## config.mk

```make
export PLATFORM = sky130hd
export DESIGN_NAME = ast_device_flat
export DESIGN_NICKNAME = d
export VERILOG_FILES = /design/src/ast_pkg.sv /design/src/ast_link_if.sv /design/src/ast_device.sv /design/src/flat_wrapper.sv
export SDC_FILE = /design/constraint.sdc
export NUM_CORES = 1
export LEC_CHECK = 0
export BUFFER_PORTS_ARGS = -buffer_cell sky130_fd_sc_hd__buf_2
export CAP_MARGIN = 20
export CORE_AREA = 3 3 131 133
export DETAILED_ROUTE_END_ITERATION = 7
export DIE_AREA = 0 0 134 136
export PLACE_DENSITY = 0.75
export SYNTH_ARGS = -nofsm -noshare
export SYNTH_HDL_FRONTEND = slang
export SYNTH_SLANG_ARGS = --single-unit
```

## constraint.sdc

```tcl
create_clock -name core_clk -period 5.2 [get_ports core_clk]
set_input_delay 0.78 -clock core_clk [delete_from_list [all_inputs] [get_ports core_clk]]
set_output_delay 0.78 -clock core_clk [all_outputs]
set_load 0.02 [all_outputs]
```

## src/ast_pkg.sv

```systemverilog
// Purpose: Shared constants and types of the asynchronous serial transceiver.
// Assumes: One 250 MHz core clock for both ends.
// Notes:   Register offsets are byte addresses of 32-bit words.
package ast_pkg;

  // ----------------------------------------
  // Register map
  // ----------------------------------------
  localparam int          ADDR_W    = 8;
  localparam logic [7:0]  REG_DATA  = 8'h00;
  localparam logic [7:0]  REG_STAT  = 8'h04;
  localparam logic [7:0]  REG_CTRL  = 8'h08;
  localparam logic [7:0]  REG_BAUD  = 8'h0C;
  localparam logic [15:0] BAUD_RST  = 16'h0010;
  localparam logic [23:0] CTRL_RST  = 24'h00_0000;

  // ----------------------------------------
  // Control fields
  // ----------------------------------------
  localparam int C_TXEN   = 0;
  localparam int C_RXEN   = 1;
  localparam int C_CTSEN  = 2;
  localparam int C_PAREN  = 3;
  localparam int C_PARODD = 4;
  localparam int C_STOP2  = 5;
  localparam int C_TXIE   = 6;
  localparam int C_RXIE   = 7;
  localparam int C_MULTIPROC_ENABLE   = 8;
  localparam int C_MPMD   = 9;
  localparam int C_MPTX   = 11;
  localparam int C_TMR    = 12;
  localparam int C_ADDR   = 16;

  // ----------------------------------------
  // Status fields
  // ----------------------------------------
  localparam int S_RXAV   = 0;
  localparam int S_PARERR = 1;
  localparam int S_OVR    = 2;
  localparam int S_FRMERR = 3;
  localparam int S_BRK    = 4;
  localparam int S_TXHE   = 5;
  localparam int S_TXIDLE = 6;
  localparam int S_CTS    = 7;
  localparam int S_RXMARK = 8;
  localparam int S_TMR    = 9;

  // ----------------------------------------
  // State types
  // ----------------------------------------
  typedef enum logic {AST_TX_IDLE = 1'b0, AST_TX_SHIFT = 1'b1} ast_tx_e;
  typedef enum logic [1:0] {
    AST_RX_IDLE  = 2'b00,
    AST_RX_START = 2'b01,
    AST_RX_BITS  = 2'b11
  } ast_rx_e;

endpackage : ast_pkg

```

## src/ast_link_if.sv

```systemverilog
// Purpose: Serial link between the transceiver and the remote node.
// Assumes: Both ends on core_clk; all lines are push-pull.
// Notes:   txd runs device to remote, rxd remote to device.
`timescale 1ns/100ps
interface ast_link_if;
  logic txd;
  logic rxd;
  logic ctsN;
  logic de;
  modport devEnd (output txd, output de, input rxd, input ctsN);
  modport farEnd (input txd, input de, output rxd, output ctsN);
endinterface : ast_link_if

```

## src/ast_device.sv

```systemverilog
// Purpose: Asynchronous serial transceiver with an APB register slave.
// Assumes: APB master on core_clk; link lines come from pins.
// Notes:   Every APB access takes one wait cycle; pready is registered.
//
// The implementer's own choices: register access over APB and the address map.
`timescale 1ns/100ps

module ast_device
  import ast_pkg::*;
(
  input  wire logic              core_clk,
  input  wire logic              reset,
  input  wire logic [ADDR_W-1:0] paddr,
  input  wire logic              psel,
  input  wire logic              penable,
  input  wire logic              pwrite,
  input  wire logic [31:0]       pwdata,
  output logic      [31:0]       prdata,
  output logic                   pready,
  output logic                   pslverr,
  output logic                   irqTx,
  output logic                   irqRx,
  ast_link_if.devEnd             lnk
);

  typedef struct packed {
    ast_tx_e txSt; logic txd; logic de; logic [7:0] hold; logic holdFull;
    logic holdMark; logic [11:0] sh; logic [3:0] txBits; logic [15:0] baud_divider;
    ast_rx_e rxSt; logic rxS1; logic rxS2; logic ctsS1; logic ctsS2;
    logic [15:0] rxCnt; logic [3:0] rxBits; logic [9:0] rxSh;
    logic [7:0] rxData; logic rxMark; logic rxAvail; logic parErr;
    logic ovr; logic frmErr; logic brk; logic inFrame; logic tmrDone;
    logic [23:0] ctrl; logic [15:0] baud; logic pready; logic pslverr;
    logic [31:0] prdata; logic irqTx; logic irqRx;
  } ast_dev_s;

  ast_dev_s    st_r, st_nxt;
  logic [15:0] period;
  logic        brgTick;
  logic        ninthOn;
  logic        done;
  logic        accept;
  logic        hit;
  logic [9:0]  v;
  logic [31:0] statWord;

  // ----------------------------------------
  // Shared rate and format
  // ----------------------------------------
  // One rate, one format.
  assign period  = (st_r.baud == 16'h0000) ? 16'h0001 : st_r.baud;
  assign brgTick = (st_r.baud_divider == 16'h0000);
  assign ninthOn = st_r.ctrl[C_PAREN] | st_r.ctrl[C_MULTIPROC_ENABLE];
  assign done    = psel & penable & st_r.pready;
  assign hit     = (paddr == REG_DATA) | (paddr == REG_STAT) |
                   (paddr == REG_CTRL) | (paddr == REG_BAUD);

  always_comb
  begin
    statWord           = 32'h0000_0000;
    statWord[S_RXAV]   = st_r.rxAvail;
    statWord[S_PARERR] = st_r.parErr;
    statWord[S_OVR]    = st_r.ovr;
    statWord[S_FRMERR] = st_r.frmErr;
    statWord[S_BRK]    = st_r.brk;
    statWord[S_TXHE]   = ~st_r.holdFull;
    statWord[S_TXIDLE] = (st_r.txSt == AST_TX_IDLE);
    statWord[S_CTS]    = ~st_r.ctsS2;
    statWord[S_RXMARK] = st_r.rxMark;
    statWord[S_TMR]    = st_r.tmrDone;
  end

  always_comb
  begin
    st_nxt       = st_r;
    accept       = 1'b0;
    v            = 10'h000;
    st_nxt.rxS1  = lnk.rxd;
    st_nxt.rxS2  = st_r.rxS1;
    st_nxt.ctsS1 = lnk.ctsN;
    st_nxt.ctsS2 = st_r.ctsS1;

    // ----------------------------------------
    // Baud divider and timer
    // ----------------------------------------
    // Divider reload, timer flag.
    st_nxt.baud_divider = brgTick ? (period - 16'h0001) : (st_r.baud_divider - 16'h0001);
    if (brgTick && st_r.ctrl[C_TMR])
    begin
      st_nxt.tmrDone = 1'b1;
    end

    // ----------------------------------------
    // Transmitter
    // ----------------------------------------
    unique case (st_r.txSt)
      AST_TX_IDLE:
      begin
        if (brgTick && st_r.holdFull && st_r.ctrl[C_TXEN] &&
            (!st_r.ctrl[C_CTSEN] || !st_r.ctsS2))
        begin
          st_nxt.holdFull = 1'b0;
          st_nxt.sh = ninthOn
                      ? {2'b11, (st_r.ctrl[C_MULTIPROC_ENABLE] ? st_r.holdMark
                                 : (^st_r.hold ^ st_r.ctrl[C_PARODD])), st_r.hold, 1'b0}
                      : {3'b111, st_r.hold, 1'b0};
          st_nxt.txBits = 4'(10 + ninthOn + st_r.ctrl[C_STOP2]);
          st_nxt.txSt   = AST_TX_SHIFT;
        end
      end
      AST_TX_SHIFT:
      begin
        // Runs to the end regardless of flow gate.
        if (brgTick)
        begin
          st_nxt.sh     = {1'b1, st_r.sh[11:1]};
          st_nxt.txBits = st_r.txBits - 4'h1;
          if (st_r.txBits == 4'h1)
          begin
            st_nxt.txSt = AST_TX_IDLE;
          end
        end
      end
    endcase
    st_nxt.txd = (st_nxt.txSt == AST_TX_SHIFT) ? st_nxt.sh[0] : 1'b1;
    st_nxt.de  = (st_nxt.txSt == AST_TX_SHIFT);

    // ----------------------------------------
    // Receiver
    // ----------------------------------------
    unique case (st_r.rxSt)
      AST_RX_IDLE:
      begin
        if (st_r.ctrl[C_RXEN] && !st_r.rxS2)
        begin
          st_nxt.rxSt  = AST_RX_START;
          st_nxt.rxCnt = period >> 1;
        end
      end
      AST_RX_START:
      begin
        if (st_r.rxCnt != 16'h0000)
        begin
          st_nxt.rxCnt = st_r.rxCnt - 16'h0001;
        end
        else
        begin
          // A start edge that is high again at mid-bit was a glitch.
          st_nxt.rxSt   = st_r.rxS2 ? AST_RX_IDLE : AST_RX_BITS;
          st_nxt.rxCnt  = period - 16'h0001;
          st_nxt.rxBits = 4'(9 + ninthOn);
        end
      end
      AST_RX_BITS:
      begin
        if (st_r.rxCnt != 16'h0000)
        begin
          st_nxt.rxCnt = st_r.rxCnt - 16'h0001;
        end
        else
        begin
          st_nxt.rxSh   = {st_r.rxS2, st_r.rxSh[9:1]};
          st_nxt.rxCnt  = period - 16'h0001;
          st_nxt.rxBits = st_r.rxBits - 4'h1;
          if (st_r.rxBits == 4'h1)
          begin
            st_nxt.rxSt = AST_RX_IDLE;
            v = ninthOn ? st_nxt.rxSh : {st_nxt.rxSh[9], 1'b0, st_nxt.rxSh[8:1]};
            if (!st_r.ctrl[C_MULTIPROC_ENABLE])
            begin
              accept = 1'b1;
            end
            else
            begin
              unique case (st_r.ctrl[C_MPMD +: 2])
                2'b00: accept = 1'b1;
                2'b01: accept = v[8];
                2'b10:
                begin
                  if (v[8])
                  begin
                    st_nxt.inFrame = (v[7:0] == st_r.ctrl[C_ADDR +: 8]);
                  end
                  accept = v[8] ? st_nxt.inFrame : st_r.inFrame;
                end
                2'b11: accept = ~v[8];
              endcase
            end
          end
        end
      end
      default: st_nxt.rxSt = AST_RX_IDLE;
    endcase

    // ----------------------------------------
    // Register access
    // ----------------------------------------
    st_nxt.pready  = psel & penable & ~st_r.pready;
    st_nxt.pslverr = psel & penable & ~st_r.pready & ~hit;
    st_nxt.prdata  = 32'h0000_0000;
    if (psel && penable && !st_r.pready && !pwrite)
    begin
      unique case (paddr)
        REG_DATA: st_nxt.prdata = {24'h00_0000, st_r.rxData};
        REG_STAT: st_nxt.prdata = statWord;
        REG_CTRL: st_nxt.prdata = {8'h00, st_r.ctrl};
        REG_BAUD: st_nxt.prdata = {16'h0000, st_r.baud};
        default:  st_nxt.prdata = 32'h0000_0000;
      endcase
    end
    if (done && pwrite)
    begin
      unique case (paddr)
        REG_DATA:
        begin
          // A write while the holding register is full is dropped.
          if (!st_r.holdFull)
          begin
            st_nxt.hold     = pwdata[7:0];
            st_nxt.holdMark = st_r.ctrl[C_MPTX];
            st_nxt.holdFull = 1'b1;
          end
        end
        REG_STAT:
        begin
          st_nxt.parErr  = st_r.parErr & ~pwdata[S_PARERR];
          st_nxt.ovr     = st_r.ovr & ~pwdata[S_OVR];
          st_nxt.frmErr  = st_r.frmErr & ~pwdata[S_FRMERR];
          st_nxt.brk     = st_r.brk & ~pwdata[S_BRK];
          st_nxt.tmrDone = st_nxt.tmrDone & ~(pwdata[S_TMR] & ~(brgTick & st_r.ctrl[C_TMR]));
        end
        REG_CTRL: st_nxt.ctrl = pwdata[23:0];
        REG_BAUD: st_nxt.baud = pwdata[15:0];
        default: ;
      endcase
    end
    if (done && !pwrite && paddr == REG_DATA)
    begin
      st_nxt.rxAvail = 1'b0;
    end

    // Captured after the clears so that a new event wins over them.
    if (accept)
    begin
      st_nxt.ovr     = st_nxt.ovr | st_r.rxAvail;
      st_nxt.frmErr  = st_nxt.frmErr | ~v[9];
      st_nxt.brk     = st_nxt.brk | ((v[8:0] == 9'h000) & ~v[9]);
      st_nxt.parErr  = st_nxt.parErr | (st_r.ctrl[C_PAREN] & ~st_r.ctrl[C_MULTIPROC_ENABLE] &
                       ((^v[7:0] ^ v[8]) != st_r.ctrl[C_PARODD]));
      st_nxt.rxData  = v[7:0];
      st_nxt.rxMark  = v[8];
      st_nxt.rxAvail = 1'b1;
    end

    // ----------------------------------------
    // Interrupt requests
    // ----------------------------------------
    // Level requests.
    st_nxt.irqTx = st_nxt.ctrl[C_TXEN] & st_nxt.ctrl[C_TXIE] & ~st_nxt.holdFull;
    st_nxt.irqRx = st_nxt.ctrl[C_RXIE] & (st_nxt.rxAvail | st_nxt.parErr |
                   st_nxt.ovr | st_nxt.frmErr | st_nxt.brk);
  end

  always_ff @(posedge core_clk or posedge reset)
  begin
    if (reset)
    begin
      st_r       <= '0;
      st_r.txd   <= 1'b1;
      st_r.rxS1  <= 1'b1;
      st_r.rxS2  <= 1'b1;
      st_r.ctsS1 <= 1'b1;
      st_r.ctsS2 <= 1'b1;
      st_r.ctrl  <= CTRL_RST;
      st_r.baud  <= BAUD_RST;
    end
    else
    begin
      st_r <= st_nxt;
    end
  end

  assign prdata  = st_r.prdata;
  assign pready  = st_r.pready;
  assign pslverr = st_r.pslverr;
  assign irqTx   = st_r.irqTx;
  assign irqRx   = st_r.irqRx;
  assign lnk.txd = st_r.txd;
  assign lnk.de  = st_r.de;

endmodule : ast_device

```

## src/flat_wrapper.sv

```systemverilog
// flat-port wrapper written by rule: the top's interface ports become plain ports
module ast_device_flat import ast_pkg::*;
  (core_clk, reset, paddr, psel, penable, pwrite, pwdata, prdata, pready, pslverr, irqTx, irqRx, lnk_txd, lnk_de, lnk_rxd, lnk_ctsN);
  ast_link_if lnk_i ();
  input  wire logic core_clk;
  input  wire logic reset;
  input  wire logic [ADDR_W-1:0] paddr;
  input  wire logic psel;
  input  wire logic penable;
  input  wire logic pwrite;
  input  wire logic [31:0] pwdata;
  output logic      [31:0] prdata;
  output logic pready;
  output logic pslverr;
  output logic irqTx;
  output logic irqRx;
  output wire logic [$bits(lnk_i.txd)-1:0] lnk_txd;
  output wire logic [$bits(lnk_i.de)-1:0] lnk_de;
  input wire logic [$bits(lnk_i.rxd)-1:0] lnk_rxd;
  input wire logic [$bits(lnk_i.ctsN)-1:0] lnk_ctsN;
  assign lnk_txd = lnk_i.txd;
  assign lnk_de = lnk_i.de;
  assign lnk_i.rxd = lnk_rxd;
  assign lnk_i.ctsN = lnk_ctsN;
  ast_device u_core (.core_clk(core_clk), .reset(reset), .paddr(paddr), .psel(psel), .penable(penable), .pwrite(pwrite), .pwdata(pwdata), .prdata(prdata), .pready(pready), .pslverr(pslverr), .irqTx(irqTx), .irqRx(irqRx), .lnk(lnk_i));
endmodule
```

Word level (Yosys, flattened, before mapping)

Index checks and enable logic that the tools add are counted.

Add/sub/neg operators: 8
Mux-type cells: 51
Reduce and logical (&&, ||, !) cells: 38
Equal/unequal tests: 18
Bitwise gates (word level): 47

Operator list:

| cell                  | number |
|---|---|
| $mux 16               | 7 |
| $pmux 24 s4           | 1 |
| $pmux 16 s2           | 2 |
| $sub 16x1->16 const B | 3 |
| $mux 41               | 1 |
| $mux 10               | 4 |
| $logic_not 16->1      | 2 |
| $mux 32               | 1 |
| $mux 24               | 1 |
| $and 1x1->1           | 17 |
| $eq 8x4->1 const B    | 2 |
| $mux 1                | 16 |
| $mux 2                | 8 |
| $not 1->1             | 16 |
| $reduce_bool 16->1    | 1 |
| $reduce_xor 8->1      | 2 |
| $mux 14               | 1 |
| $mux 4                | 3 |
| $or 1x1->1            | 12 |
| $logic_and 1x1->1     | 11 |
| $reduce_and 2->1      | 5 |
| $logic_not 9->1       | 1 |
| $mux 9                | 1 |
| $add 4x1->4 const A   | 2 |
| other kinds (25)      | 42 |

Register bits: 172
Bits of input ports: 47
Output and inout port bits: 38

Logic depth before layout (Yosys ltp)

Word-level depth: 16
Mapped depth: 12
Mapped depth without buffers: 11

Worst setup path before layout

OpenSTA, ideal clock, no wires.

Path kind: reg2reg
From: reg u_core.st_r[40] (netlist bit)
To: reg u_core.st_r[116] (netlist bit)
Data arrival time: 2,810 ps
Path slack: 2,266 ps
Stages on the path, launching flop included: 12
Buffers on the path: 1
Cell sequence: dfstp_2 -> clkbuf_1 -> or4_1 -> nor2_1 -> a21oi_1 -> ha_1 -> nor3b_1 -> nand2_1 -> or3_1 -> xor2_1 -> mux2i_1 -> a211o_1

Word-level cells in the longest chain between the ends: 5
Elaborated cells between the ends (all ways): 6
Classes of those cells: 1 x add/sub; 4 x mux; 1 x reduce/logical

RTL lines:

| item                   | line                                 | text |
|---|---|---|
| start, declared        | ast_device.sv:37                     | `ast_dev_s st_r, st_nxt;` |
| start signal, assigned | ast_device.sv:279                    | `st_r <= st_nxt;` |
| $logic_not 16->1       | ast_device.sv:51                     | `assign period = (st_r.baud == 16'h0000) ? 16'h0001 : st_r.baud;` |
| $mux 16 *              | ast_device.sv:51                     |  |
| $sub 16x1->16          | ast_device.sv:150, ast_device.sv:163 |  |
| $mux 16                | ast_device.sv:142, ast_device.sv:156 |  |
| $pmux 16 s2 *          | ast_device.sv:131                    | `unique case (st_r.rxSt)` |

Mark *: on every way between the ends. The rest lies on a longest branch, timed or not. The select of a mux whose other input is x is not followed.
A chain may end at the register's enable or synchronous reset.

==> metrics.md <==
| Metric | Value |
|---|---|
| Startpoint Class | `register` |
| Die ar. | `0.0182 sq mm` |
| Cells after synthesis | `843` |
| Hold_sp | `u_core.st_nxt[124]` |
| Slew headroom | `29.1%` |
| F_max | `269 MHz` |
| CTS Sinks | `163` |
| P&R area growth vs syn | `10.0%` |
| DR pass1 iterations | `5` |
| DRC | `0` |
| Req. time, crit path | `5530 ps` |
| Starting DRT DRC Count | `587` |
| H-tree depth | `4` |
| Layout cells sized above 1 | `21.7%` |
| Combinational family with the most area after synthesis | `simple AND/OR/NAND/NOR gates` |
| Grt total ovfl | `0` |
| Drt wl/cell | `17.8 um` |
| Avg Inst Size Synth | `10.2 sq um` |
| Vias | `6285` |
| Leak | `4.58 nW` |
| Clk_lat worst skew | `430 ps` |
| Pin count of the biggest net entering global routing | `84` |
| Worst reg2reg startpoint | `u_core.st_r[108]` |
| Critical path arrival | `4050 ps` |
| Hold_ws | `352 ps` |
| Slew @ Worst Pin | `1060 ps` |
| Initial Util | `54.0%` |
| Hpwl dp | `13900 um` |
| Post-synthesis compound-gate area fraction | `10.9%` |
| ANT cells | `0` |
| GPL Wtd Cong | `0.872` |
| Post-route ant nets | `0` |
| Nets | `933` |
| Synth top area share | `45.7%` |
| Synth Area in XOR/XNOR | `4.94%` |
| Fillers | `1310` |
| Syn Std Cell Area | `0.00861 sq mm` |
| Final min period | `3720 ps` |
| Port buffer count | `68` |
| Clk slew on worst S/H paths | `70 ps` |
| Final max-slew violation count | `0` |
| Crit Path Max Fanout | `26` |
| Die Span X | `134 um` |
| Power Density | `332 mW/mm^2` |
| Final setup fails | `0` |
| Warnings, synthesis | `0` |
| Row Count | `46` |
| Clock tree root buffer cell | `clkbuf_16` |
| Design area | `0.00947 sq mm` |
| Io pins | `85` |
| TritonCTS clock tree | `built` |
| Setup repair bufs after CTS | `0` |
| All-Layer GR Usage | `22.7%` |
| Synth Area in Simple Gates | `16.4%` |
| # hold bufs at CTS | `0` |
| Routed wire length | `19600 um` |
| Mux contribution to synthesized area | `12.1%` |
| Tcrit/Tclk final | `71.6%` |
| Setup_tns | `0 ps` |
| Initial antenna violation count | `0` |
| FF-to-FF path depth | `11` |
| EDFF count, synth | `0` |
| CP endpoint kind | `register` |
| Status | `complete, no violations` |
| Setup CP Type | `reg2reg` |
| First-pass GRT wire length | `32400 um` |
| #FFs+latches synth | `163` |
| WHS Path Cells | `0` |
| Sequential fraction of the synthesis area | `47.5%` |
| Synth area leaders | `dfrtp_1, mux2_2, nand2_1, o21ai_0, mux2i_1` |
| Die H | `136 um` |
| R2r setup slk | `1480 ps` |
| RSZ-0062 raised after global routing | `false` |
| Biggest area consumer among synthesized cells | `dfrtp_1` |
| Peak VDD IR | `0.000235 V` |
| Core Footprint | `0.0159 sq mm` |
| Clk buf depth | `2` |
| Number of global-route vias before repair | `6163` |
| Min-delay worst type | `reg2reg` |
| Synth Area in Adders | `2.04%` |
| Synth Flop Type | `dfrtp_1` |
| Via/cell ratio | `5.71` |
| Max-cap viol count | `0` |
| Area of the multi-input gates | `0.00401 sq mm` |
| Yosys cell types | `66` |
| Final setup skew | `7.58 ps` |
| Placed cell areas | `0.00887 sq mm` |
| Fin. Hold Viols | `0` |
| Number of buffers created by CTS | `17` |
| Post_cts resized | `0` |
| Register area | `0.00409 sq mm` |
| Async set or reset register ratio after synthesis | `100%` |
| RR Endpoint | `u_core.st_r[81]` |
| Hold Path End | `u_core.st_r[124]` |
## logic make-up after synthesis
family          Yosys count
simple gates            280
flops                   163
compound gates          151
buf+inv                 100
mux                      87
xor+xnor                 47
fa+ha+maj                14
other cells               1
## where the power goes
part	internal [W]	switching, W
logic	0.000177	0.000286
clock network	0.000724	0.000553
registers	0.00134	0.0000709
total	0.00224	0.000910
## final cells by class
cell class | count | share of cell area, %
clock buffer | 18 | 4.53
clock inverter | 14 | 1.76
inverter | 27 | 1.12
multi-input combinational | 587 | 42.4
sequential | 163 | 43.1
tap | 216 | 2.85
timing repair buffer | 76 | 4.20
## placed cells by master, fill, tap and decap left out, drive strengths merged, types with 15 or more instances in the layout
cell / n
dfrtp: 157
nand2: 105
buf: 76
nor2: 56
o21ai: 55
mux2: 53
inv: 34
a21oi: 31
mux2i: 26
xor2: 23
xnor2: 23
clkbuf: 18
nor3: 15
## worst max-delay path by stage
stage | startpoint | to | slack [ps] | depth (start not counted)
5_1_grt | u_core.st_r[108] | u_core.st_r[81] | 1160 | 11
6_report | u_core.st_r[108] | u_core.st_r[81] | 1480 | 11
2_1_floorplan | reset | asynchronous set/reset pin | 20 | 1
3_5_place_dp | u_core.st_r[108] | u_core.st_r[81] | 1520 | 11
3_3_place_gp | u_core.st_r[108] | u_core.st_r[81] | 1570 | 11
4_1_cts | u_core.st_r[108] | u_core.st_r[81] | 1530 | 11
## cells in the mapped netlist (3+ instances only)
master	count
a21boi_0	3
a221oi_1	3
a211oi_1	4
a21oi_1	31
clkbuf_1	21
ha_1	14
a211o_1	5
a22o_1	3
or3_1	7
nor4_1	8
nand2_1	105
xor2_1	23
nand2b_1	9
nor2_1	56
nand4b_1	3
or4_1	4
dfrtp_1	157
inv_1	27
buf_1	3
nor2b_1	12
nand3b_1	4
o22ai_1	12
nand3_1	13
o21ai_0	54
mux2_2	53
nor3b_1	3
a21o_1	3
a31oi_1	7
mux4_2	8
xnor2_1	23
and2_1	14
nand4_1	6
or2_2	6
dfstp_2	6
nor3_1	13
and3_1	4
buf_2	14
o211ai_1	7
mux2i_1	26
buf_4	33
## worst max-delay path: stages, from the launching register on
cell and delay (ps):
dfrtp_1 430, nor4_1 310, buf_4 230, nand3_1 140, nand2b_1 670, nor3_2 690
nand2_1 120, ha_1 330, xnor2_1 200, xnor2_1 160, xnor2_1 100, a41o_1 230
## through the flow
stage	total power, W	worst slack (ps)	util [%]	instances
floorplan	0.00179	25.0	-	850
global placement	0.00187	1570	55.6	1068
detailed placement	0.00189	1520	55.7	1069
CTS	0.00316	1530	59.4	1101
global route	0.00329	1160	59.4	1101
finish	0.00315	1480	59.4	1101
## registers in the layout, indices dropped and copies added, names as in the netlist, named ones only
signal	flops
u_core.pslverr	1
u_core.st_nxt	2
u_core.irqTx	1
u_core.irqRx	1
u_core.prdata	24
u_core.pready	1
u_core.st_r	131
u_core.lnk.txd	1
## routing by layer
metal / wire (um) / vias up / GRT usage (%)
met5: 0 / - / 0
li1: - / 2970 / -
met4: 389 / 0 / 7.77
met3: 1160 / 30 / 4.33
met1: 8840 / 3100 / 31.5
met2: 9220 / 185 / 35.9
Power figures use the tool's default switching activity.
